**src/mcg_consts.svh**
```systemverilog
`ifndef MCG_CONSTS_SVH
`define MCG_CONSTS_SVH
// core clock rate and settling time
`define MCG_CORE_HZ        40000000
`define MCG_SETTLE_MS      5
// longest time rounds down to whole cycles
`define MCG_SETTLE_CYC     ((`MCG_CORE_HZ / 1000) * `MCG_SETTLE_MS)
// select codes {hi, lo}
`define MCG_SEL_50         2'h0
`define MCG_SEL_60         2'h1
`define MCG_SEL_66         2'h2
`define MCG_SEL_TEST       2'h3
// phase accumulator width and per-cycle increments; generated clocks run
// ten times slow (f/400MHz * 2^24) so the ratios survive a 40 MHz core
`define MCG_ACC_W          24
`define MCG_INC_50         24'h1fffff
`define MCG_INC_60         24'h266666
`define MCG_INC_66         24'h2a3d70
`define MCG_INC_33         24'h151eb8
`define MCG_INC_REF        24'h5ba2e8
`endif

```
**src/mcg_pkg.sv**
```systemverilog
package mcg_pkg;
  typedef enum logic [1:0] {
    MCG_M50  = 2'h0,
    MCG_M60  = 2'h1,
    MCG_M66  = 2'h2,
    MCG_TEST = 2'h3
  } mcg_mode_t;
endpackage

```
**src/mcg_fan_if.sv**
```systemverilog
`timescale 1ns/100ps
interface mcg_fan_if;
  logic       enable_n;
  logic       bank_one_input;
  logic       bank_two_input;
  logic [3:0] bank_one_outputs;
  logic [3:0] bank_two_outputs;
  logic [3:0] bank_one_oe;
  logic [3:0] bank_two_oe;
  modport core (output enable_n, bank_one_input, bank_two_input,
                input bank_one_outputs, bank_two_outputs, bank_one_oe,
                bank_two_oe);
  modport fan  (input enable_n, bank_one_input, bank_two_input,
                output bank_one_outputs, bank_two_outputs, bank_one_oe,
                bank_two_oe);
endinterface

```
**src/mcg_fanout.sv**
```systemverilog
`timescale 1ns/100ps
module mcg_fanout (
  // fanout connection
  mcg_fan_if.fan fan
);
  // combinational buffer, like the pin buffers themselves
  always_comb begin
    fan.bank_one_outputs = {4{fan.bank_one_input}};
    fan.bank_two_outputs = {4{fan.bank_two_input}};
    fan.bank_one_oe      = {4{~fan.enable_n}};
    fan.bank_two_oe      = {4{~fan.enable_n}};
  end
endmodule // mcg_fanout

```
**src/mcg_top.sv**
```systemverilog
// What this block does
// processor clock is 50, 60 or 66 MHz from the two select pins.
// bus clock runs at 33 MHz in every non-test setting.
// reference copy replicates the crystal input outside test mode.
// both selects high enters test mode, bypassing oscillator and loops.
// in test mode the crystal input clock drives all three outputs.
// two independent banks each copy one input onto four outputs.
// enable high floats all eight fanout outputs.
// enable low drives each bank's outputs to that bank's input.
// after power-up or select change, allow settling before use.
// outside party supplies a steady reference to the crystal input.
// outside party ties unused inputs high or low.
// settling interval lasts no more than 5 ms.
// unlocked flag and settling counter restart on reset or select change.
`timescale 1ns/100ps
`include "mcg_consts.svh"
module mcg_top #(
  parameter int unsigned SETTLE_CYC = `MCG_SETTLE_CYC
) (
  // clock and power-up reset
  input  wire logic              core_clk_i,
  input  wire logic              arst_n_i,
  // control pins
  input  wire logic              freq_select_lo_i,
  input  wire logic              freq_select_hi_i,
  input  wire logic              fanout_enable_n_i,
  // reference or test clock
  input  wire logic              crystal_input_i,
  // generated clocks, lock flag and mode
  output logic                   processor_clock_out_o,
  output logic                   bus_clock_out_o,
  output logic                   reference_copy_out_o,
  output logic                   clocks_locked_o,
  output mcg_pkg::mcg_mode_t     mode_o,
  // fanout banks
  input  wire logic              bank_one_input_i,
  input  wire logic              bank_two_input_i,
  output logic [3:0]             bank_one_outputs_o,
  output logic [3:0]             bank_two_outputs_o,
  output logic [3:0]             bank_one_oe_o,
  output logic [3:0]             bank_two_oe_o
);
  import mcg_pkg::*;

  localparam int AW = `MCG_ACC_W;
  // last count before lock; the two sync flops, the change detect and the
  // lock flop all fall inside the settle limit, so lock never comes late
  localparam int unsigned LOCK_LAST = SETTLE_CYC - 4;

  typedef struct packed {
    logic [1:0]    sel_s1;
    logic [1:0]    sel_s2;
    logic [1:0]    sel_prev;
    logic          xtal_s1;
    logic          xtal_s2;
    logic [AW-1:0] acc_cpu;
    logic [AW-1:0] acc_bus;
    logic [31:0]   settle_cnt;
    logic          locked;
    logic          cpu_q;
    logic          bus_q;
    logic          ref_q;
    mcg_mode_t     mode;
  } mcg_state_t;

  mcg_state_t st;
  mcg_state_t next_st;

  // increment for the processor accumulator per select code
  function automatic logic [AW-1:0] mcg_cpu_inc(input logic [1:0] sel);
    case (sel)
      `MCG_SEL_50: mcg_cpu_inc = `MCG_INC_50;
      `MCG_SEL_60: mcg_cpu_inc = `MCG_INC_60;
      `MCG_SEL_66: mcg_cpu_inc = `MCG_INC_66;
      default:     mcg_cpu_inc = '0;
    endcase
  endfunction

  // pin synchronisers, settling counter and clock synthesis
  always_comb begin
    next_st          = st;
    next_st.sel_s1   = {freq_select_hi_i, freq_select_lo_i};
    next_st.sel_s2   = st.sel_s1;
    next_st.sel_prev = st.sel_s2;
    next_st.xtal_s1  = crystal_input_i;
    next_st.xtal_s2  = st.xtal_s1;
    next_st.mode     = mcg_mode_t'(st.sel_s2);
    // any select change restarts the settle interval
    if (st.sel_s2 != st.sel_prev) begin
      next_st.settle_cnt = '0;
      next_st.locked     = 1'b0;
    end else if (!st.locked) begin
      if (st.settle_cnt >= LOCK_LAST) begin
        next_st.locked = 1'b1;
      end else begin
        next_st.settle_cnt = st.settle_cnt + 32'h1;
      end
    end
    // phase accumulators: msb is the synthesized clock
    next_st.acc_cpu = st.acc_cpu + mcg_cpu_inc(st.sel_s2);
    next_st.acc_bus = st.acc_bus + `MCG_INC_33;
    if (st.sel_s2 == `MCG_SEL_TEST) begin
      // bypass: test clock passes straight through
      next_st.cpu_q = st.xtal_s2;
      next_st.bus_q = st.xtal_s2;
      next_st.ref_q = st.xtal_s2;
    end else begin
      next_st.cpu_q = st.acc_cpu[AW-1];
      next_st.bus_q = st.acc_bus[AW-1];
      next_st.ref_q = st.xtal_s2;
    end
  end

  // single state register; reset models power-up
  always_ff @(posedge core_clk_i or negedge arst_n_i) begin
    if (!arst_n_i) begin
      st <= '0;
    end else begin
      st <= next_st;
    end
  end

  assign processor_clock_out_o = st.cpu_q;
  assign bus_clock_out_o       = st.bus_q;
  assign reference_copy_out_o  = st.ref_q;
  assign clocks_locked_o       = st.locked;
  assign mode_o                = st.mode;

  // fanout banks; the enable is an async pin, kept combinational like silicon
  mcg_fan_if fan_if ();
  assign fan_if.enable_n       = fanout_enable_n_i;
  assign fan_if.bank_one_input = bank_one_input_i;
  assign fan_if.bank_two_input = bank_two_input_i;
  mcg_fanout u_fanout (
    .fan (fan_if.fan)
  );
  assign bank_one_outputs_o = fan_if.bank_one_outputs;
  assign bank_two_outputs_o = fan_if.bank_two_outputs;
  assign bank_one_oe_o      = fan_if.bank_one_oe;
  assign bank_two_oe_o      = fan_if.bank_two_oe;

  // checks
  property p_test_bypass;
    @(posedge core_clk_i) disable iff (!arst_n_i)
    (st.sel_s2 == `MCG_SEL_TEST) |=>
      (processor_clock_out_o == $past(st.xtal_s2)
      && bus_clock_out_o == $past(st.xtal_s2));
  endproperty
  a_test_bypass: assert property (p_test_bypass)
    else $error("test mode output differs from test clock");

  property p_ref_copy;
    @(posedge core_clk_i) disable iff (!arst_n_i)
    1'b1 |=> reference_copy_out_o == $past(st.xtal_s2);
  endproperty
  a_ref_copy: assert property (p_ref_copy)
    else $error("reference copy mismatch");

  property p_unlock_on_change;
    @(posedge core_clk_i) disable iff (!arst_n_i)
    (st.sel_s2 != st.sel_prev) |=> !clocks_locked_o;
  endproperty
  a_unlock_on_change: assert property (p_unlock_on_change)
    else $error("lock held across select change");

  property p_settle_bound;
    @(posedge core_clk_i) disable iff (!arst_n_i)
    st.settle_cnt <= LOCK_LAST;
  endproperty
  a_settle_bound: assert property (p_settle_bound)
    else $error("settle counter beyond limit");

  property p_lock_rises;
    @(posedge core_clk_i) disable iff (!arst_n_i)
    $rose(clocks_locked_o) |-> $past(st.settle_cnt) == LOCK_LAST;
  endproperty
  a_lock_rises: assert property (p_lock_rises)
    else $error("lock asserted before settle interval");

  property p_float;
    @(posedge core_clk_i) disable iff (!arst_n_i)
    fanout_enable_n_i |-> (bank_one_oe_o == 4'h0 && bank_two_oe_o == 4'h0);
  endproperty
  a_float: assert property (p_float)
    else $error("fanout driven while disabled");

  property p_drive;
    @(posedge core_clk_i) disable iff (!arst_n_i)
    !fanout_enable_n_i |-> (bank_one_oe_o == 4'hf
      && bank_two_oe_o == 4'hf
      && bank_one_outputs_o == {4{bank_one_input_i}}
      && bank_two_outputs_o == {4{bank_two_input_i}});
  endproperty
  a_drive: assert property (p_drive)
    else $error("fanout output does not follow input");

  property p_banks;
    @(posedge core_clk_i) disable iff (!arst_n_i)
    ($changed(bank_one_input_i) && $stable(bank_two_input_i)) |->
      ($stable(bank_two_outputs_o) && !$stable(bank_one_outputs_o));
  endproperty
  a_banks: assert property (p_banks)
    else $error("banks not independent");

  property p_cpu_toggles;
    @(posedge core_clk_i) disable iff (!arst_n_i)
    (st.sel_s2 == `MCG_SEL_60)[*8] |-> !$stable(st.acc_cpu[AW-1:AW-4]);
  endproperty
  a_cpu_toggles: assert property (p_cpu_toggles)
    else $error("processor accumulator stuck");

  property p_bus_run;
    @(posedge core_clk_i) disable iff (!arst_n_i)
    (st.sel_s2 != `MCG_SEL_TEST) |=>
      st.acc_bus == $past(st.acc_bus) + `MCG_INC_33;
  endproperty
  a_bus_run: assert property (p_bus_run)
    else $error("bus clock accumulator not stepping");
endmodule // mcg_top

```
**config.mk**
```make
export PLATFORM = sky130hd
export DESIGN_NAME = mcg_top
export DESIGN_NICKNAME = d
export VERILOG_FILES = /design/src/mcg_pkg.sv /design/src/mcg_fan_if.sv /design/src/mcg_fanout.sv /design/src/mcg_top.sv
export VERILOG_INCLUDE_DIRS = /design/src
export SDC_FILE = /design/constraint.sdc
export NUM_CORES = 1
export LEC_CHECK = 0
export ABC_CLOCK_PERIOD_IN_PS = 4100
export BUFFER_PORTS_ARGS = -buffer_cell sky130_fd_sc_hd__buf_2
export CORE_MARGIN = 1
export CORE_UTILIZATION = 35
export DETAILED_ROUTE_END_ITERATION = 16
export HOLD_SLACK_MARGIN = 0.05
export MAX_ROUTING_LAYER = met4
export PLACE_DENSITY = 0.5
export SLEW_MARGIN = 20
export SYNTH_ARGS = -nofsm -noshare
export SYNTH_HDL_FRONTEND = slang
export SYNTH_HIERARCHICAL = 1
export SYNTH_SLANG_ARGS = --single-unit
```
**constraint.sdc**
```tcl
create_clock -name core_clk_i -period 4.1 [get_ports core_clk_i]
set_input_delay 0.615 -clock core_clk_i [delete_from_list [all_inputs] [get_ports core_clk_i]]
set_output_delay 0.615 -clock core_clk_i [all_outputs]
set_load 0.03 [all_outputs]
```
# Word-level counts from Yosys, hierarchy flattened
# Index checks and enable logic that the tools add are counted.
# op_classes
add_sub_neg,3
magnitude_cmp,1
eq_ne,6
n_mux,6
n_bitwise,1
reduce_logical,2
# ops
cell,n
$mux W33,2
$pmux W22 S3,1
$add A32 B1 Y32 const B,1
$ge A32 B18 Y1 const B,1
$mux W32,1
$add A24 B21 Y24 const B,1
$add A24 B24 Y24,1
$eq A2 B2 Y1 const B,2
$mux W3,1
$eq A2 B1 Y1 const B,1
$logic_not A2 Y1,1
$ne A2 B1 Y1 const B,1
$ne A2 B2 Y1,1
$ne A2 B2 Y1 const B,1
$reduce_and A2 Y1,1
$mux W1,1
$not A1 Y1,1
# totals
regBits,92
input_bits,8
out_inout_bits,22

# Depth between registers and ports, before layout
# logic_depth
depth_word,4
depth_mapped,13
depth_no_buf,12

# Cells and area by module
# Netlist, hierarchy kept.
# modules_own_cells
module,n_inst,cells_per_inst,area_each_um2
mcg_top,1,445,4535.6
mcg_fanout,1,16,116.4

# Worst setup path before layout
# Ideal clock, no wire load.
# synth_timing
kind,register -> register
start,"register st, in the netlist next_st[0]"
end,register st[84] in the netlist's numbering
setup_ns,0.131
t_arrival_ns,3.027
setup_slack_ns,0.942
path_stages_with_launch,13
n_path_buf,0
period_less_slack_ns,3.158
cell_sequence,dfrtp_1 -> inv_1 -> ha_1 -> nor2_1 -> nor2_1 -> ha_1 -> a21o_1 -> a221oi_1 -> o211ai_1 -> a21o_1 -> a41oi_1 -> o21ai_0 -> xor2_1
# synth_rtl
item,line_no,text
start: declaration,mcg_top.sv:66,mcg_state_t st;
start signal: assignment,mcg_top.sv:119,st <= next_st;

==> results.json <==
{
  "outcome": "complete, no violations",
  "boundaryPins": 30,
  "fin_crit_sh_pct": 88.59,
  "r2r-start": "next_st[0]$_DFF_PN0_",
  "worstHoldStart": "next_st[86]$_DFF_PN0_",
  "ys_seq_elements": 89,
  "drt_iter0_markers": 187,
  "internal_power_mw": 2.055,
  "numPortBuffers": 19,
  "p_sw_share_pct": 32.79,
  "critPathMaxFanout": 7,
  "combinationalPowerShare_pct": 34.7,
  "antenna_cells": 0,
  "grt_pass1_wl_um": 15080,
  "worstSetupStartpointType": "flip-flop",
  "fin_total_pwr_mw": 3.057,
  "layout-drive-gt1-share_pct": 9.110,
  "cts_setup_buffers": 0,
  "synth_top_area_share_pct": 47.88,
  "vias_per_cell": 5.047,
  "ys_types": 43,
  "worstPathRequired_ns": 4.32,
  "maxSlewViolCount": 0,
  "drt.antenna.violating_nets": 0,
  "synth.avg_cell_area_um2": 10.09,
  "pwr_density_cell_mw_per_mm2": 593.1,
  "netlist_instances": 461,
  "ys_warn_count": 6,
  "cts_tree": "done",
  "hpwl_um": 6089,
  "multi_input_area_mm2": 0.002198,
  "power_leakage_nw": 2.323,
  "clockBufferDepth": 2,
  "antenna_found_initial": 0,
  "clock_sinks": 89,
  "fp.dieH_um": 117.3,
  "cts_hold_buffers": 0,
  "post-route-min-period_ns": 3.632,
  "grt_max_degree": 72,
  "net-switching-power_mw": 1.002,
  "vias": 3250,
  "clock_latency_ns": 0.34,
  "tightest_slew_ns": 0.9029,
  "irDropWorstVdd_mv": 0.3028,
  "startpoint": "next_st[0]$_DFF_PN0_",
  "pwr-share-seq_pct": 35.5,
  "clockRootBuffer": "clkbuf_16",
  "dieWidth_um": 117.3,
  "final-hold-violation-count": 0,
  "hp-class": "flip-flop to flip-flop",
  "synth-main-ff-cell": "dfrtp_1",
  "nNetsFinal": 505,
  "fin_skew_ns": 0.004509,
  "end_kind": "flip-flop",
  "rsz0062_at_grt": "no",
  "drv_cap": 0,
  "htreeDepth": 3,
  "synthTopCellsByArea": "dfrtp_1, ha_1, xnor2_1",
  "gp_congestion": 0.8287,
  "ys_seq_area_share_pct": 47.88,
  "overflow": 0,
  "p_clk_share_pct": 29.8,
  "max_clock_freq_ghz": 0.2753,
  "cts_buffers": 9,
  "ys_async_sr_fraction_pct": 100.0,
  "fill_cells": 1260,
  "grt_usage_pct": 15.00,
  "drt_pass1_iterations": 4,
  "wl_per_cell_um": 13.77,
  "initial_utilization_pct": 36.42,
  "setup_tns_ns": 0,
  "syn_area_mm2": 0.004652,
  "synth_nets": 499,
  "cts_resized": 0,
  "synth-edff-count": 0,
  "clkSlewWorstSetupHoldPaths_ns": 0.06,
  "yosys.area.top_type": "dfrtp_1",
  "cp_data_arrival_time_ns": 3.85,
  "rows": 41,
  "grt_pass1_vias": 3165,
  "routed_wl_um": 8871,
  "syn2layout_area_growth_pct": 10.81,
  "finalSetupViolCount": 0,
  "dieArea_mm2": 0.01376,
  "drc": 0,
  "maxSlewHeadroom_pct": 39.81,
  "seqCellArea_mm2": 0.002227,
  "core_area_mm2": 0.01277,
  "worstSetupPathType": "flip-flop to flip-flop"
}
==> Yosys cell counts (9+ instances only) <==
cell type  count
nor2_1        34
nand2_1       31
xor2_1        12
or3_1          9
o21ai_0       20
inv_1         15
and3_1        19
ha_1          29
buf_4         17
xnor2_1       34
dfrtp_1       89
nor4_1         9
a21oi_1       28
nand3_1       16
a21o_1        14
nor3_1        13
clkbuf_1      10
==> metrics by stage <==
stage | hold WS, ns | utilization, % | std cells | setup slack (ns) | cell area, µm²
6_report | 0.3516 | 40.36 | 644 | 0.4676 | 5155
5_1_grt | 0.3530 | 40.36 | 644 | 0.07019 | 5155
4_1_cts | 0.3552 | 40.36 | 644 | 0.4047 | 5155
3_5_place_dp | 0.3379 | 37.77 | 628 | 0.4299 | 4825
3_3_place_gp | 0.3360 | 37.77 | 628 | 0.6264 | 4825
2_1_floorplan | 0.3194 | - | 461 | 0.9417 | 4652
==> cell families after synthesis <==
family	synth area share, %
buffers and inverters	4.868
AOI/OAI and AO/OA	12.53
adders and majority gates	8.230
and+or+nand+nor	17.83
xor gates and xnor gates	8.661
DFF	47.88
==> flip-flops by register name, summed over array words and instances (netlist names) <==
| signal | flops |
|---|---|
| processor_clock_out_o | 1 |
| reference_copy_out_o | 1 |
| clocks_locked_o | 1 |
| next_st | 5 |
| st | 78 |
| mode_o | 2 |
| bus_clock_out_o | 1 |
==> critical path, stage by stage (launching register included) <==
cell	delay, ns
dfrtp_1	0.45
inv_1	0.22
ha_1	0.35
nor2_1	0.08
nor2_1	0.45
ha_1	0.39
a21o_1	0.21
a221oi_1	0.25
buf_4	0.18
o211ai_1	0.10
a21o_1	0.24
a41oi_1	0.27
o21ai_0	0.14
xor2_1	0.16
==> routing by layer <==
metal / track usage (%) / routed length (µm) / up-vias
li1: - / - / 1623
met1: 19.31 / 4342 / 1571
met2: 22.31 / 4010 / 46
met3: 5.046 / 387 / 10
met4: 4.473 / 130 / 0
met5: - / 0 / -
==> power by group through the flow <==
stage	combinational (mW)	sequential (mW)	clock, mW
final	1.06	1.09	0.911
after global routing	1.20	1.10	0.975
after CTS	1.06	1.09	0.940
after detailed placement	1.06	1.10	0
after global placement	1.06	1.10	0
after floorplan	0.853	1.09	0
==> placed cells by master (no fill, tap or decap), drive strengths merged, types with 2 or more instances in the layout <==
master and n:
nand2b 4, and2 4, xor2 12, a211o 3
a21o 14, o31a 2, and3 19, ha 29
o31ai 2, nor4 10, bufinv 2, a21oi 28
nor2b 6, dfrtp 89, nor3b 2, nand2 31
nand3 16, nor3 13, nand3b 2, clkbuf 11
a221oi 2, a21boi 4, buf 23, o21a 2
a31oi 5, nor2 34, inv 15, or3 10
nand4 6, o211ai 4, clkinv 2, o21ai 21
a41oi 3, xnor2 34
==> worst paths after layout <==
kind                                            to  slack, ns  cells past startpoint
worst max-delay path              st[84]$_DFF_PN0_       0.47                     13
worst min-delay path              st[86]$_DFF_PN0_       0.35                      0
worst max register to register    st[84]$_DFF_PN0_       0.47                     13
worst min register to register    st[86]$_DFF_PN0_       0.35                      0
max in group asynchronous         st[43]$_DFF_PN0_       2.88                      2
min in group asynchronous       st[19]$_DFFE_PN0P_       0.38                      1
==> final cells by class <==
class | count | area share (%)
timing repair buffer | 23 | 2.476
multi-input combinational | 329 | 42.65
clock inverter | 5 | 1.505
tap | 172 | 4.175
sequential | 89 | 43.20
inverter | 15 | 1.092
clock buffer | 11 | 4.903
(Power assumes the default switching activity.)
